## config.mk

```make
export PLATFORM = sky130hd
export DESIGN_NAME = pin_steer_top
export DESIGN_NICKNAME = d
export VERILOG_FILES = /design/src/shared/pin_steer_pkg.sv /design/src/core/port_bank.sv /design/src/core/steer_decode.sv /design/src/core/pin_steer_top.sv
export VERILOG_INCLUDE_DIRS = /design/src /design/src/shared
export SDC_FILE = /design/constraint.sdc
export NUM_CORES = 1
export LEC_CHECK = 0
export BUFFER_PORTS_ARGS = -buffer_cell sky130_fd_sc_hd__clkbuf_2
export CAP_MARGIN = 40
export CELL_PAD_IN_SITES_DETAIL_PLACEMENT = 1
export CELL_PAD_IN_SITES_GLOBAL_PLACEMENT = 1
export CORE_AREA = 2 2 107 109
export CTS_CLUSTER_DIAMETER = 100
export DETAILED_ROUTE_END_ITERATION = 16
export DIE_AREA = 0 0 109 111
export GPL_TIMING_DRIVEN = 0
export MAX_ROUTING_LAYER = met4
export PLACE_DENSITY_LB_ADDON = 0.08
export SETUP_SLACK_MARGIN = 0.15
export SLEW_MARGIN = 20
export SYNTH_ARGS = -nofsm -noshare
export SYNTH_HDL_FRONTEND = slang
export SYNTH_SLANG_ARGS = --single-unit
```

## constraint.sdc

```tcl
create_clock -name clk_sys_in -period 4 [get_ports clk_sys_in]
set_input_delay 0.2 -clock clk_sys_in [delete_from_list [all_inputs] [get_ports clk_sys_in]]
set_output_delay 0.2 -clock clk_sys_in [all_outputs]
set_load 0.02 [all_outputs]
```

## src/shared/pin_steer_cfg.svh

```systemverilog
`ifndef PIN_STEER_CFG_SVH
`define PIN_STEER_CFG_SVH

// ==========================================================
// register map, byte addresses on the 8-bit register port
// ==========================================================
`define ADDR_DIR_BASE     8'h00
`define ADDR_LAT_BASE     8'h04
`define ADDR_LVL_BASE     8'h08
`define ADDR_ANS_BASE     8'h0C
`define ADDR_STEER0       8'h10
`define ADDR_STEER1       8'h11
`define KIND_DIR          2'h0
`define KIND_LAT          2'h1
`define KIND_LVL          2'h2
`define KIND_ANS          2'h3
`define PORT_IDX_A        2'h0
`define PORT_IDX_B        2'h1
`define PORT_IDX_C        2'h2

// ==========================================================
// reset values
// ==========================================================
`define DIR_RESET         8'hFF
`define LAT_RESET         8'h00
`define ANS_RESET         8'hFF
`define STEER_RESET       8'h00

// ==========================================================
// implemented bits per variant
// ==========================================================
`define STEER0_MASK_14    8'hEC
`define STEER0_MASK_20    8'h8C
`define STEER1_MASK_14    8'h0F
`define STEER1_MASK_20    8'h3F
`define PORT_A_MASK       8'h3F
`define PORT_B_MASK_14    8'h00
`define PORT_B_MASK_20    8'hF0
`define PORT_C_MASK_14    8'h3F
`define PORT_C_MASK_20    8'hFF

// ==========================================================
// steering field positions
// ==========================================================
`define BIT_UART_RX       7
`define BIT_SPI_OUT       6
`define BIT_SPI_SEL       5
`define BIT_TIMER_GATE    3
`define BIT_UART_TX       2
`define BIT_SPI2_OUT      5
`define BIT_SPI2_SEL      4
`define BIT_PWM1_D        3
`define BIT_PWM2_B        1
`define BIT_CAPTURE2      0

// ==========================================================
// flat pin indices: port a 0..7, port b 8..15, port c 16..23
// ==========================================================
`define PIN_A0            5'h00
`define PIN_A1            5'h01
`define PIN_A3            5'h03
`define PIN_A4            5'h04
`define PIN_A5            5'h05
`define PIN_B5            5'h0D
`define PIN_B7            5'h0F
`define PIN_C0            5'h10
`define PIN_C1            5'h11
`define PIN_C2            5'h12
`define PIN_C3            5'h13
`define PIN_C4            5'h14
`define PIN_C5            5'h15
`define PIN_C6            5'h16
`define PIN_C7            5'h17

`endif

```

## src/shared/pin_steer_pkg.sv

```systemverilog
package pin_steer_pkg;
  typedef logic [7:0]  byte_type;
  typedef logic [23:0] pin_vec_type;
  typedef logic [4:0]  pin_idx_type;
endpackage

```

## src/core/port_bank.sv

```systemverilog
`timescale 1ns/1ns
`include "pin_steer_cfg.svh"

module port_bank #(
  parameter int                  WIDTH     = 8,
  parameter pin_steer_pkg::byte_type IMPL_MASK = 8'hFF
) (
  input  wire logic                     clk_sys_in,
  input  wire logic                     sys_rst_in,
  input  wire pin_steer_pkg::byte_type  wdata_in,
  input  wire logic                     dir_wr_in,
  input  wire logic                     lat_wr_in,
  input  wire logic                     ans_wr_in,
  input  wire pin_steer_pkg::byte_type  pin_in,
  input  wire pin_steer_pkg::byte_type  ovr_en_in,
  input  wire pin_steer_pkg::byte_type  ovr_oe_in,
  input  wire pin_steer_pkg::byte_type  ovr_data_in,
  output logic [7:0]                    dir_out,
  output logic [7:0]                    lat_out,
  output logic [7:0]                    ans_out,
  output logic [7:0]                    level_out,
  output logic [7:0]                    dig_out,
  output logic [7:0]                    pin_out,
  output logic [7:0]                    pin_oe_out
);
  if (WIDTH != 8) begin : g_width_check
    $error("port_bank serves 8-bit ports only");
  end

  logic [7:0] dir_reg;
  logic [7:0] lat_reg;
  logic [7:0] ans_reg;
  logic [7:0] level_reg;
  logic [7:0] out_reg;
  logic [7:0] oe_reg;
  wire  [7:0] out_next;
  wire  [7:0] oe_next;

  // analog select blocks the digital input path
  assign dig_out  = pin_in & ~ans_reg & IMPL_MASK;
  // peripheral override wins; otherwise direction bit 0 drives the latch
  assign out_next = ((ovr_en_in & ovr_data_in) | (~ovr_en_in & lat_reg)) & IMPL_MASK;
  assign oe_next  = ((ovr_en_in & ovr_oe_in) | (~ovr_en_in & ~dir_reg)) & IMPL_MASK;

  always_ff @(posedge clk_sys_in or posedge sys_rst_in) begin
    if (sys_rst_in) begin
      dir_reg   <= `DIR_RESET & IMPL_MASK;
      lat_reg   <= `LAT_RESET;
      ans_reg   <= `ANS_RESET & IMPL_MASK;
      level_reg <= 8'h00;
      out_reg   <= 8'h00;
      oe_reg    <= 8'h00;
    end else begin
      if (dir_wr_in) begin
        dir_reg <= wdata_in & IMPL_MASK;
      end
      if (lat_wr_in) begin
        lat_reg <= wdata_in & IMPL_MASK;
      end
      if (ans_wr_in) begin
        ans_reg <= wdata_in & IMPL_MASK;
      end
      level_reg <= dig_out;
      out_reg   <= out_next;
      oe_reg    <= oe_next;
    end
  end

  assign dir_out    = dir_reg;
  assign lat_out    = lat_reg;
  assign ans_out    = ans_reg;
  assign level_out  = level_reg;
  assign pin_out    = out_reg;
  assign pin_oe_out = oe_reg;
endmodule

```

## src/core/steer_decode.sv

```systemverilog
`timescale 1ns/1ns
`include "pin_steer_cfg.svh"

module steer_decode #(
  parameter int PIN_COUNT = 14
) (
  input  wire pin_steer_pkg::byte_type    steer0_in,
  input  wire pin_steer_pkg::byte_type    steer1_in,
  input  wire logic [5:0]                 src_en_in,
  input  wire logic [5:0]                 src_oe_in,
  input  wire logic [5:0]                 src_data_in,
  input  wire pin_steer_pkg::pin_vec_type dig_in,
  output pin_steer_pkg::pin_vec_type      ovr_en_out,
  output pin_steer_pkg::pin_vec_type      ovr_oe_out,
  output pin_steer_pkg::pin_vec_type      ovr_data_out,
  output logic                            uart_rx_out,
  output logic                            spi_select_out,
  output logic                            spi2_select_out,
  output logic                            timer_gate_out,
  output logic                            capture2_out
);
  localparam bit WIDE = (PIN_COUNT == 20);

  function automatic pin_steer_pkg::pin_idx_type pin_pick(input logic sel,
                                                          input pin_steer_pkg::pin_idx_type p0,
                                                          input pin_steer_pkg::pin_idx_type p1);
    return sel ? p1 : p0;
  endfunction

  // source order 0..5: uart tx, spi out, spi2 out, pwm1 d, pwm2 b, capture2
  pin_steer_pkg::pin_idx_type src_pin [6];
  wire pin_steer_pkg::pin_idx_type rx_pin;
  wire pin_steer_pkg::pin_idx_type sel_pin;
  wire pin_steer_pkg::pin_idx_type sel2_pin;
  wire pin_steer_pkg::pin_idx_type gate_pin;

  assign rx_pin = WIDE ? pin_pick(steer0_in[`BIT_UART_RX], `PIN_B5, `PIN_C5)
                       : pin_pick(steer0_in[`BIT_UART_RX], `PIN_C5, `PIN_A1);
  assign src_pin[1] = WIDE ? `PIN_C7 : pin_pick(steer0_in[`BIT_SPI_OUT], `PIN_C2, `PIN_A4);
  assign sel_pin = WIDE ? `PIN_C6 : pin_pick(steer0_in[`BIT_SPI_SEL], `PIN_C3, `PIN_A3);
  assign gate_pin = pin_pick(steer0_in[`BIT_TIMER_GATE], `PIN_A4, `PIN_A3);
  assign src_pin[0] = WIDE ? pin_pick(steer0_in[`BIT_UART_TX], `PIN_B7, `PIN_C4)
                           : pin_pick(steer0_in[`BIT_UART_TX], `PIN_C4, `PIN_A0);
  assign src_pin[2] = pin_pick(steer1_in[`BIT_SPI2_OUT], `PIN_C1, `PIN_A5);
  assign sel2_pin = pin_pick(steer1_in[`BIT_SPI2_SEL], `PIN_C0, `PIN_A4);
  assign src_pin[3] = pin_pick(steer1_in[`BIT_PWM1_D], `PIN_C2, `PIN_C0);
  assign src_pin[4] = pin_pick(steer1_in[`BIT_PWM2_B], `PIN_C2, `PIN_A4);
  assign src_pin[5] = pin_pick(steer1_in[`BIT_CAPTURE2], `PIN_C3, `PIN_A5);

  assign uart_rx_out     = dig_in[rx_pin];
  assign spi_select_out  = dig_in[sel_pin];
  // second spi exists only on the wide variant
  assign spi2_select_out = WIDE ? dig_in[sel2_pin] : 1'b0;
  assign timer_gate_out  = dig_in[gate_pin];
  assign capture2_out    = dig_in[src_pin[5]];

  // lower source number wins a shared pin; only the selected pin is touched
  always_comb begin
    ovr_en_out   = '0;
    ovr_oe_out   = '0;
    ovr_data_out = '0;
    for (int k = 5; k >= 0; k--) begin
      if (src_en_in[k] && (WIDE || k != 2)) begin
        ovr_en_out[src_pin[k]]   = 1'b1;
        ovr_oe_out[src_pin[k]]   = src_oe_in[k];
        ovr_data_out[src_pin[k]] = src_data_in[k];
      end
    end
  end
endmodule

```

## src/core/pin_steer_top.sv

```systemverilog
// Chosen here: strobed register access and the register addresses.
`timescale 1ns/1ns
`include "pin_steer_cfg.svh"

module pin_steer_top #(
  parameter int PIN_COUNT = 14
) (
  input  wire logic                    clk_sys_in,
  input  wire logic                    sys_rst_in,
  input  wire pin_steer_pkg::byte_type reg_addr_in,
  input  wire pin_steer_pkg::byte_type reg_wdata_in,
  input  wire logic                    reg_wr_in,
  input  wire logic                    reg_rd_in,
  output pin_steer_pkg::byte_type      reg_rdata_out,
  input  wire pin_steer_pkg::byte_type pin_a_in,
  input  wire pin_steer_pkg::byte_type pin_b_in,
  input  wire pin_steer_pkg::byte_type pin_c_in,
  output pin_steer_pkg::byte_type      pin_a_out,
  output pin_steer_pkg::byte_type      pin_a_oe_out,
  output pin_steer_pkg::byte_type      pin_b_out,
  output pin_steer_pkg::byte_type      pin_b_oe_out,
  output pin_steer_pkg::byte_type      pin_c_out,
  output pin_steer_pkg::byte_type      pin_c_oe_out,
  input  wire logic                    uart_tx_line_in,
  input  wire logic                    uart_tx_en_in,
  input  wire logic                    spi_data_out_in,
  input  wire logic                    spi_out_en_in,
  input  wire logic                    spi2_data_out_in,
  input  wire logic                    spi2_out_en_in,
  input  wire logic                    pwm1_out_d_in,
  input  wire logic                    pwm1_d_en_in,
  input  wire logic                    pwm2_out_b_in,
  input  wire logic                    pwm2_b_en_in,
  input  wire logic                    capture2_io_in,
  input  wire logic                    capture2_oe_in,
  input  wire logic                    capture2_en_in,
  output logic                         uart_rx_line_out,
  output logic                         spi_select_out,
  output logic                         spi2_select_out,
  output logic                         timer_gate_out,
  output logic                         capture2_io_out
);
  // ==========================================================
  // variant
  // ==========================================================
  if (PIN_COUNT != 14 && PIN_COUNT != 20) begin : g_variant_check
    $error("PIN_COUNT must be 14 or 20");
  end

  localparam bit WIDE = (PIN_COUNT == 20);
  localparam pin_steer_pkg::byte_type STEER0_MASK = WIDE ? `STEER0_MASK_20 : `STEER0_MASK_14;
  localparam pin_steer_pkg::byte_type STEER1_MASK = WIDE ? `STEER1_MASK_20 : `STEER1_MASK_14;
  localparam pin_steer_pkg::byte_type B_MASK      = WIDE ? `PORT_B_MASK_20 : `PORT_B_MASK_14;
  localparam pin_steer_pkg::byte_type C_MASK      = WIDE ? `PORT_C_MASK_20 : `PORT_C_MASK_14;

  // ==========================================================
  // address decode
  // ==========================================================
  wire       port_space = (reg_addr_in[7:4] == 4'h0) && (reg_addr_in[1:0] != 2'h3);
  wire [1:0] kind       = reg_addr_in[3:2];
  wire [1:0] port_idx   = reg_addr_in[1:0];
  wire       hit_steer0 = (reg_addr_in == `ADDR_STEER0);
  wire       hit_steer1 = (reg_addr_in == `ADDR_STEER1);
  wire [2:0] port_sel;
  wire [2:0] dir_wr;
  wire [2:0] lat_wr;
  wire [2:0] ans_wr;

  for (genvar p = 0; p < 3; p++) begin : g_wr
    assign port_sel[p] = port_space && (port_idx == 2'(p));
    assign dir_wr[p]   = reg_wr_in && port_sel[p] && (kind == `KIND_DIR);
    // pin level writes land in the latch, same as latch writes
    assign lat_wr[p]   = reg_wr_in && port_sel[p] && (kind == `KIND_LAT || kind == `KIND_LVL);
    assign ans_wr[p]   = reg_wr_in && port_sel[p] && (kind == `KIND_ANS);
  end

  // ==========================================================
  // steering registers
  // ==========================================================
  pin_steer_pkg::byte_type steer0_reg;
  pin_steer_pkg::byte_type steer1_reg;

  always_ff @(posedge clk_sys_in or posedge sys_rst_in) begin
    if (sys_rst_in) begin
      steer0_reg <= `STEER_RESET;
      steer1_reg <= `STEER_RESET;
    end else begin
      if (reg_wr_in && hit_steer0) begin
        steer0_reg <= reg_wdata_in & STEER0_MASK;
      end
      if (reg_wr_in && hit_steer1) begin
        steer1_reg <= reg_wdata_in & STEER1_MASK;
      end
    end
  end

  // ==========================================================
  // port banks and steering
  // ==========================================================
  pin_steer_pkg::byte_type dir_v [3];
  pin_steer_pkg::byte_type lat_v [3];
  pin_steer_pkg::byte_type ans_v [3];
  pin_steer_pkg::byte_type lvl_v [3];
  pin_steer_pkg::byte_type dig_v [3];
  pin_steer_pkg::pin_vec_type ovr_en;
  pin_steer_pkg::pin_vec_type ovr_oe;
  pin_steer_pkg::pin_vec_type ovr_data;
  wire pin_steer_pkg::pin_vec_type dig_all = {dig_v[2], dig_v[1], dig_v[0]};
  logic rx_next;
  logic sel_next;
  logic sel2_next;
  logic gate_next;
  logic cap_next;

  port_bank #(.WIDTH(8), .IMPL_MASK(`PORT_A_MASK)) u_bank_a (
    .clk_sys_in  (clk_sys_in),
    .sys_rst_in  (sys_rst_in),
    .wdata_in    (reg_wdata_in),
    .dir_wr_in   (dir_wr[0]),
    .lat_wr_in   (lat_wr[0]),
    .ans_wr_in   (ans_wr[0]),
    .pin_in      (pin_a_in),
    .ovr_en_in   (ovr_en[7:0]),
    .ovr_oe_in   (ovr_oe[7:0]),
    .ovr_data_in (ovr_data[7:0]),
    .dir_out     (dir_v[0]),
    .lat_out     (lat_v[0]),
    .ans_out     (ans_v[0]),
    .level_out   (lvl_v[0]),
    .dig_out     (dig_v[0]),
    .pin_out     (pin_a_out),
    .pin_oe_out  (pin_a_oe_out)
  );

  port_bank #(.WIDTH(8), .IMPL_MASK(B_MASK)) u_bank_b (
    .clk_sys_in  (clk_sys_in),
    .sys_rst_in  (sys_rst_in),
    .wdata_in    (reg_wdata_in),
    .dir_wr_in   (dir_wr[1]),
    .lat_wr_in   (lat_wr[1]),
    .ans_wr_in   (ans_wr[1]),
    .pin_in      (pin_b_in),
    .ovr_en_in   (ovr_en[15:8]),
    .ovr_oe_in   (ovr_oe[15:8]),
    .ovr_data_in (ovr_data[15:8]),
    .dir_out     (dir_v[1]),
    .lat_out     (lat_v[1]),
    .ans_out     (ans_v[1]),
    .level_out   (lvl_v[1]),
    .dig_out     (dig_v[1]),
    .pin_out     (pin_b_out),
    .pin_oe_out  (pin_b_oe_out)
  );

  port_bank #(.WIDTH(8), .IMPL_MASK(C_MASK)) u_bank_c (
    .clk_sys_in  (clk_sys_in),
    .sys_rst_in  (sys_rst_in),
    .wdata_in    (reg_wdata_in),
    .dir_wr_in   (dir_wr[2]),
    .lat_wr_in   (lat_wr[2]),
    .ans_wr_in   (ans_wr[2]),
    .pin_in      (pin_c_in),
    .ovr_en_in   (ovr_en[23:16]),
    .ovr_oe_in   (ovr_oe[23:16]),
    .ovr_data_in (ovr_data[23:16]),
    .dir_out     (dir_v[2]),
    .lat_out     (lat_v[2]),
    .ans_out     (ans_v[2]),
    .level_out   (lvl_v[2]),
    .dig_out     (dig_v[2]),
    .pin_out     (pin_c_out),
    .pin_oe_out  (pin_c_oe_out)
  );

  steer_decode #(.PIN_COUNT(PIN_COUNT)) u_decode (
    .steer0_in       (steer0_reg),
    .steer1_in       (steer1_reg),
    .src_en_in       ({capture2_en_in, pwm2_b_en_in, pwm1_d_en_in,
                       spi2_out_en_in, spi_out_en_in, uart_tx_en_in}),
    .src_oe_in       ({capture2_oe_in, 5'h1F}),
    .src_data_in     ({capture2_io_in, pwm2_out_b_in, pwm1_out_d_in,
                       spi2_data_out_in, spi_data_out_in, uart_tx_line_in}),
    .dig_in          (dig_all),
    .ovr_en_out      (ovr_en),
    .ovr_oe_out      (ovr_oe),
    .ovr_data_out    (ovr_data),
    .uart_rx_out     (rx_next),
    .spi_select_out  (sel_next),
    .spi2_select_out (sel2_next),
    .timer_gate_out  (gate_next),
    .capture2_out    (cap_next)
  );

  // ==========================================================
  // read path and peripheral inputs
  // ==========================================================
  wire pin_steer_pkg::byte_type port_word =
    (kind == `KIND_DIR) ? dir_v[port_idx] :
    (kind == `KIND_LAT) ? lat_v[port_idx] :
    (kind == `KIND_LVL) ? lvl_v[port_idx] : ans_v[port_idx];
  // unmapped addresses read zero rather than stalling the master
  wire pin_steer_pkg::byte_type reg_rdata_next =
    !reg_rd_in ? 8'h00 :
    port_space ? port_word :
    hit_steer0 ? steer0_reg :
    hit_steer1 ? steer1_reg : 8'h00;

  always_ff @(posedge clk_sys_in or posedge sys_rst_in) begin
    if (sys_rst_in) begin
      reg_rdata_out    <= 8'h00;
      uart_rx_line_out <= 1'b0;
      spi_select_out   <= 1'b0;
      spi2_select_out  <= 1'b0;
      timer_gate_out   <= 1'b0;
      capture2_io_out  <= 1'b0;
    end else begin
      reg_rdata_out    <= reg_rdata_next;
      uart_rx_line_out <= rx_next;
      spi_select_out   <= sel_next;
      spi2_select_out  <= sel2_next;
      timer_gate_out   <= gate_next;
      capture2_io_out  <= cap_next;
    end
  end

  // ==========================================================
  // checks
  // ==========================================================
  chk_lat_alias: assert property (@(posedge clk_sys_in) disable iff (sys_rst_in)
    reg_wr_in && reg_addr_in == (`ADDR_LVL_BASE | 8'h02) |=> lat_v[2] == ($past(reg_wdata_in) & C_MASK))
    else $error("pin level write missed the latch");

  chk_level_read: assert property (@(posedge clk_sys_in) disable iff (sys_rst_in)
    reg_rd_in && reg_addr_in == `ADDR_LVL_BASE |=> reg_rdata_out == $past(lvl_v[0]))
    else $error("pin level read wrong");

  // a read right behind keeps the data up, so only a lone read must drop to zero
  chk_latch_read: assert property (@(posedge clk_sys_in) disable iff (sys_rst_in)
    reg_rd_in && reg_addr_in == `ADDR_LAT_BASE ##1 !reg_rd_in
      |-> reg_rdata_out == $past(lat_v[0]) ##1 reg_rdata_out == 8'h00)
    else $error("latch read wrong or held too long");

  chk_dir_kept: assert property (@(posedge clk_sys_in) disable iff (sys_rst_in)
    reg_wr_in && (hit_steer0 || hit_steer1) |=> $stable(dir_v[0]) && $stable(dir_v[2]))
    else $error("steering write moved a direction bit");

  chk_unselected_pin: assert property (@(posedge clk_sys_in) disable iff (sys_rst_in)
    !WIDE && !spi_out_en_in && !pwm2_b_en_in && !pwm1_d_en_in && !uart_tx_en_in
      |=> pin_c_oe_out[2] == !$past(dir_v[2][2]) && pin_c_out[2] == $past(lat_v[2][2]))
    else $error("unselected pin lost port behaviour");

  chk_tx_takes_pin: assert property (@(posedge clk_sys_in) disable iff (sys_rst_in)
    !WIDE && uart_tx_en_in && steer0_reg[`BIT_UART_TX] |=> pin_a_oe_out[0] && pin_a_out[0] == $past(uart_tx_line_in))
    else $error("uart transmit not on selected pin");

  chk_analog_zero: assert property (@(posedge clk_sys_in) disable iff (sys_rst_in)
    ans_v[0][1] |=> !lvl_v[0][1])
    else $error("analog pin read non-zero");

  chk_rx_route: assert property (@(posedge clk_sys_in) disable iff (sys_rst_in)
    !WIDE && steer0_reg[`BIT_UART_RX] && !ans_v[0][1] |=> uart_rx_line_out == $past(pin_a_in[1]))
    else $error("uart receive taken from wrong pin");

  chk_steer_ro_zero: assert property (@(posedge clk_sys_in) disable iff (sys_rst_in)
    reg_rd_in && hit_steer0 |=> (reg_rdata_out & ~STEER0_MASK) == 8'h00)
    else $error("unimplemented steering bit reads one");

  chk_gate_route: assert property (@(posedge clk_sys_in) disable iff (sys_rst_in)
    steer0_reg[`BIT_TIMER_GATE] |=> timer_gate_out == $past(pin_a_in[3] & ~ans_v[0][3]))
    else $error("timer gate taken from wrong pin");

  chk_spi_out_pin: assert property (@(posedge clk_sys_in) disable iff (sys_rst_in)
    !WIDE && spi_out_en_in && !steer0_reg[`BIT_SPI_OUT]
      |=> pin_c_oe_out[2] && pin_c_out[2] == $past(spi_data_out_in))
    else $error("spi output not on selected pin");

  chk_pwm1_pin: assert property (@(posedge clk_sys_in) disable iff (sys_rst_in)
    pwm1_d_en_in && !spi_out_en_in && !steer1_reg[`BIT_PWM1_D]
      |=> pin_c_oe_out[2] && pin_c_out[2] == $past(pwm1_out_d_in))
    else $error("pwm1 d output not on selected pin");

  chk_dir_drives: assert property (@(posedge clk_sys_in) disable iff (sys_rst_in)
    !ovr_en[2] |=> pin_a_oe_out[2] == !$past(dir_v[0][2]) && pin_a_out[2] == $past(lat_v[0][2]))
    else $error("direction bit did not steer the driver");
endmodule

```

# Word level (Yosys, flattened, before mapping)
# Cells that the tools add are included.
[totals]
reg_bits = 93
in_bits = 57
output_inout_bits = 61
word_cells = 157
[op_classes]
n_lt_le_gt_ge = 14
eq_ne = 7
mux = 64
bitwise = 31
reduce_logical = 22
[ops]
columns = ["operator", "n"]
rows = [
  ["22-bit two-way mux", 11],
  ["22-bit OR", 8],
  ["8-bit two-way mux", 14],
  ["24-bit bitwise mux", 4],
  ["24-bit two-way mux", 4],
  ["8-bit binary-select mux with 2-bit select", 4],
  ["6-bit AND", 10],
  ["5-bit by 6-bit less-than comparator with 1-bit output (second input constant)", 8],
  ["6-bit NOT", 6],
  ["5-bit two-way mux", 6],
  ["1-bit demux with 5-bit select", 5],
  ["5-bit by 1-bit >= comparator with 1-bit output (second input constant)", 5],
  ["24-bit AND", 1],
  ["6-bit OR", 4],
  ["22-bit AND", 1],
  ["1-bit binary-select mux with 5-bit select", 4],
  ["1-bit logical AND", 18],
  ["8-bit by 5-bit == test with 1-bit output (second input constant)", 2],
  ["1-bit two-way mux", 9],
  ["2-bit == test (second input constant)", 3],
  ["2-bit logical NOT", 2],
  ["4-bit logical NOT", 1],
  ["4-bit two-way mux", 1],
  ["3-bit >= comparator (second input constant)", 1],
  ["6 further kinds", 6],
]

# Logic depth before layout (Yosys ltp)
[logic_depth]
depth_word = 17
ltp_mapped = 7
depth_no_buf = 6

# Hierarchy
# Synthesis repeated with hierarchy kept, for this count alone.
[hier_totals]
hier_cells = 533
hier_area_um2 = 5978.2
[modules_own_cells]
columns = ["module", "instances", "cells_per_inst", "area_each_um2", "seq_area_each_um2"]
rows = [
  ["port_bank at u_bank_a ...", 2, 97, 1490.2, 915.9],
  ["pin_steer_top", 1, 191, 1930.6, 550.5],
  ["steer_decode", 1, 91, 643.1, 0.0],
  ["port_bank at u_bank_b", 1, 57, 424.2, 0.0],
]

# Worst setup path before layout
# Ideal clock, no wire load.
[synth_path]
kind = "in2reg"
startpoint = "input reg_addr_in[5]"
endpoint = "register u_bank_c.lat_reg[0] (netlist: u_bank_c.lat_out[0])"
setup_ns = 0.125
arrival_time_ns = 1.802
t_required_ns = 3.875
path_slack_ns = 2.073
path_stages = 5
n_path_buf = 1
cell_sequence = "or4_1 -> buf_2 -> or3b_4 -> nor2_4 -> mux2_2"
[synth_between]
elab_chain_len = 5
[synth_rtl]
columns = ["element", "line_no", "text"]
rows = [
  ["start, declared", "pin_steer_top.sv:10", "input wire pin_steer_pkg::byte_type reg_addr_in,"],
  ["4-bit logical NOT", "pin_steer_top.sv:59", "wire port_space = (reg_addr_in[7:4] == 4'h0) && (reg_addr_in[1:0] != 2'h3);"],
  ["1-bit logical AND", "pin_steer_top.sv:59", ""],
  ["1-bit logical AND", "pin_steer_top.sv:70", "assign port_sel[p] = port_space && (port_idx == 2'(p));"],
  ["1-bit logical AND (2 in a row)", "pin_steer_top.sv:73", "assign lat_wr[p] = reg_wr_in && port_sel[p] && (kind == `KIND_LAT || kind == `KIND_LVL);"],
  ["end signal, assigned", "port_bank.sv:48", "lat_reg <= `LAT_RESET;"],
  ["end signal, assigned", "port_bank.sv:58", "lat_reg <= wdata_in & IMPL_MASK;"],
  ["end, declared", "port_bank.sv:31", "logic [7:0] lat_reg;"],
]
# Every way passes these cells.
# A chain may end at the register's enable or synchronous reset.

# Final worst setup path
[layout_path]
startpoint = "input reg_addr_in[2]"
endpoint = "register reg_rdata_out[4]"
[layout_between]
elab_chain_len = 6
elab_cells_between_ends = 8
classes_between = "2 x eq/ne; 5 x mux; 1 x reduce/logical"
[layout_rtl]
columns = ["element", "line_no", "text"]
rows = [
  ["2-bit == test (no source line)", "--", ""],
  ["8-bit two-way mux", "pin_steer_top.sv:200", "(kind == `KIND_LVL) ? lvl_v[port_idx] : ans_v[port_idx];"],
  ["8-bit two-way mux", "pin_steer_top.sv:199", "(kind == `KIND_LAT) ? lat_v[port_idx] :"],
  ["8-bit two-way mux *", "pin_steer_top.sv:198", "(kind == `KIND_DIR) ? dir_v[port_idx] :"],
  ["8-bit two-way mux *", "pin_steer_top.sv:204", "port_space ? port_word :"],
  ["8-bit two-way mux *", "pin_steer_top.sv:203", "!reg_rd_in ? 8'h00 :"],
  ["net reg_rdata_next[4]", "pin_steer_top.sv:202", "wire pin_steer_pkg::byte_type reg_rdata_next ="],
  ["end signal, assigned", "pin_steer_top.sv:217", "reg_rdata_out <= reg_rdata_next;"],
  ["end, declared", "pin_steer_top.sv:14", "output pin_steer_pkg::byte_type reg_rdata_out,"],
]
# The timed path passes the listed nets; every way through them passes the cells marked *.

==> reports/results.txt <==
status: finished, final reports clean
Worst Tran Pin Value: 692 ps
Total GRT Usage: 0.185
leading area contributor after synthesis: dfrtp_1
Critical Path Start Type: input pin
Fin. Hold Viols: 0
Power Total: 0.00222 W
Int Pwr: 0.00166 W
final wirelength: 10.2 mm
Layout area overhead: 24.3%
max reg flops: 8
Syn Inst Count: 321
number of diodes: 0
Main synth FF type: dfrtp_1
Seq/Total Area, Yosys: 0.562
first-pass GRT wire length: 16.2 mm
CTS buffer count: 9
Worst EP arrival: 2220 ps
NetSw: 0.000551 W
via/cell ratio: 4.78
post-DP HPWL: 7.58 mm
GPL Wtd Cong: 0.787
Metal-1 WL: 4.52 mm
worst endpoint required time: 4220 ps
Post-CTS Setup Inserts: 0
final setup vio count: 0
Avg WL per Cell: 17.5 µm
Starting DRT DRC Count: 103
met3 WL: 373 µm
Nets: 496
clock-pin slew on the worst setup and hold paths: 70 ps
switching share of power: 0.249
vias in the first global route: 3,025
fillers: 1,193
Synth area leaders: dfrtp_1 (41%), mux2_2 (16%), dfstp_2 (15%)
DRC violations left: 0
Cell Pwr Density: 425 nW/µm²
worst-case clock buffer depth: 2
Ys Warns: 0
CTS sink count: 93
relative slew slack: 0.535
post-synth top area share: 0.412
drt first pass iters: 4
Max Clock Skew: 4.86 ps
CTS tree: built
Port Buf Inserts: 77
Biggest register: reg_rdata_out
minimum clock period: 2000 ps
Yosys reg bits: 93
fin cells: 583
Leakage: 2.52 nW
cts repair resizes: 0
initial antenna violation count: 0
Core Area: 11,100 µm²
Syn Area/Cell: 13.1 µm²
async set-reset flop share out of synthesis: 1.00
DR top layer: met4
hold slack: 74.0 ps
number of synthesized flops with an enable pin: 0
Flop pwr share: 0.468
R2R Setup Slk: 2430 ps
routed length on met2: 5.13 mm
Hold WC Path Type: input pin to flip-flop
Slew Viols, Final: 0
H-tree Lvls: 3
Cells after DPL: 566
Initial Util: 0.379
Final ANT Viol Nets: 0
Worst setup EP type: flip-flop
fin crit share: 0.500
Max Fclk: 0.500 GHz
most frequent cell after synthesis: dfrtp_1
die area: 12,100 µm²
clock power share: 0.414
Boundary Pins: 118
Commonest cells post-synth: dfrtp_1 (69), mux2_2 (58), buf_4 (25), dfstp_2 (24), nand2_1 (18)
die height: 111 µm
setup TNS: 0 ps
peak supply drop: 0.000198 V
combinational power share: 0.118
max_cap viols: 0
layout cells sized above 1: 0.493
Yosys cell types: 41
kind of critical path: input pin to flip-flop
vias post-DR: 2,787
post-synth design cell area: 4190 µm²
largest net degree at the start of global routing: 65
insertion delay to the later sink of the worst-skew pair: 340 ps
total gr overflow: 0
RSZ-0062 raised after global routing: false
Rows: 39
Crit Path Max Fanout: 9
CTS root buffer: clkbuf_16
Die Width: 109 µm
worst paths after layout:
path	endpoint	cells after the start	startpoint
setup / recovery	reg_rdata_out[4]$_DFF_PP0_	7	reg_addr_in[2]
hold / removal	u_bank_c.level_out[4]$_DFF_PP0_	2	pin_c_in[4]
setup reg to reg	reg_rdata_out[3]$_DFF_PP0_	4	u_bank_c.level_out[3]$_DFF_PP0_
hold reg to reg	u_bank_c.pin_out[5]$_DFF_PP0_	0	u_bank_c.lat_out[5]$_DFFE_PP0P_
max in group asynchronous	u_bank_a.ans_out[2]$_DFFE_PP1P_	4	sys_rst_in
min in group asynchronous	u_bank_c.pin_out[3]$_DFF_PP0_	3	sys_rst_in
critical path: stages:
cell	delay, ps
clkbuf_2	110
inv_1	90
ha_1	140
clkbuf_1	520
mux4_2	610
a221o_1	360
and3_1	190
kinds of logic after synthesis:
family | synth area share
compound gates | 0.0537
fa+ha+maj | 0.0119
buf+inv | 0.0668
flops | 0.562
mux | 0.198
other cells | 0.000894
simple gates | 0.107
routing by layer:
metal  vias to the layer above  track usage
met1                      1408        0.229
met2                        59        0.301
met3                        11       0.0317
met4                         0       0.0709
li1                       1309            -
met5                         -            -
layout by cell type (no fill, tap or decap), types with 4 or more instances in the layout:
cell type,n
dfrtp_1,69
nor2_1,6
clkbuf_1,5
clkbuf_16,9
nor2b_1,14
mux2i_1,11
clkbuf_2,77
a21oi_1,7
conb_1,25
nand2_1,18
buf_4,25
a31oi_1,4
inv_1,12
ha_1,4
dfstp_2,24
nand3_1,6
o21ai_0,9
mux2_2,58
buf_2,5
area by class of cell:
| type | count | area (µm²) | area share |
|---|---|---|---|
| plain buffers | 35 | 231 | 0.0444 |
| well taps | 143 | 179 | 0.0343 |
| clock inverters | 7 | 96.3 | 0.0185 |
| inverters | 13 | 53.8 | 0.0103 |
| multi-input cells | 204 | 1650 | 0.316 |
| flip-flops and latches | 93 | 2360 | 0.452 |
| repair buffers | 79 | 423 | 0.0811 |
| clock buffers | 9 | 225 | 0.0432 |
stage by stage:
step                setup slack [ps]  utilization  area (µm²)
floorplan                       1420            -        4280
global placement                 344        0.438        4850
detailed placement              1650        0.441        4880
CTS                             1980        0.471        5210
global route                    1900        0.471        5210
finish                          2000        0.471        5210
power by group through the flow:
stage / Combinational (W) / Sequential (W) / Clock, W
after floorplan: 0.000149 / 0.00107 / 0
after global placement: 0.000253 / 0.00105 / 0
after detailed placement: 0.000262 / 0.00105 / 0
after CTS: 0.000265 / 0.00104 / 0.000938
after global routing: 0.000287 / 0.00104 / 0.000986
final: 0.000262 / 0.00104 / 0.000917
timing repair:
action / in CTS / in global routing
hold endpoints to repair: 22 / 0
endpoints found under the setup margin: 0 / 0
hold buffers: 1 / 0
(Power assumes the default switching activity.)
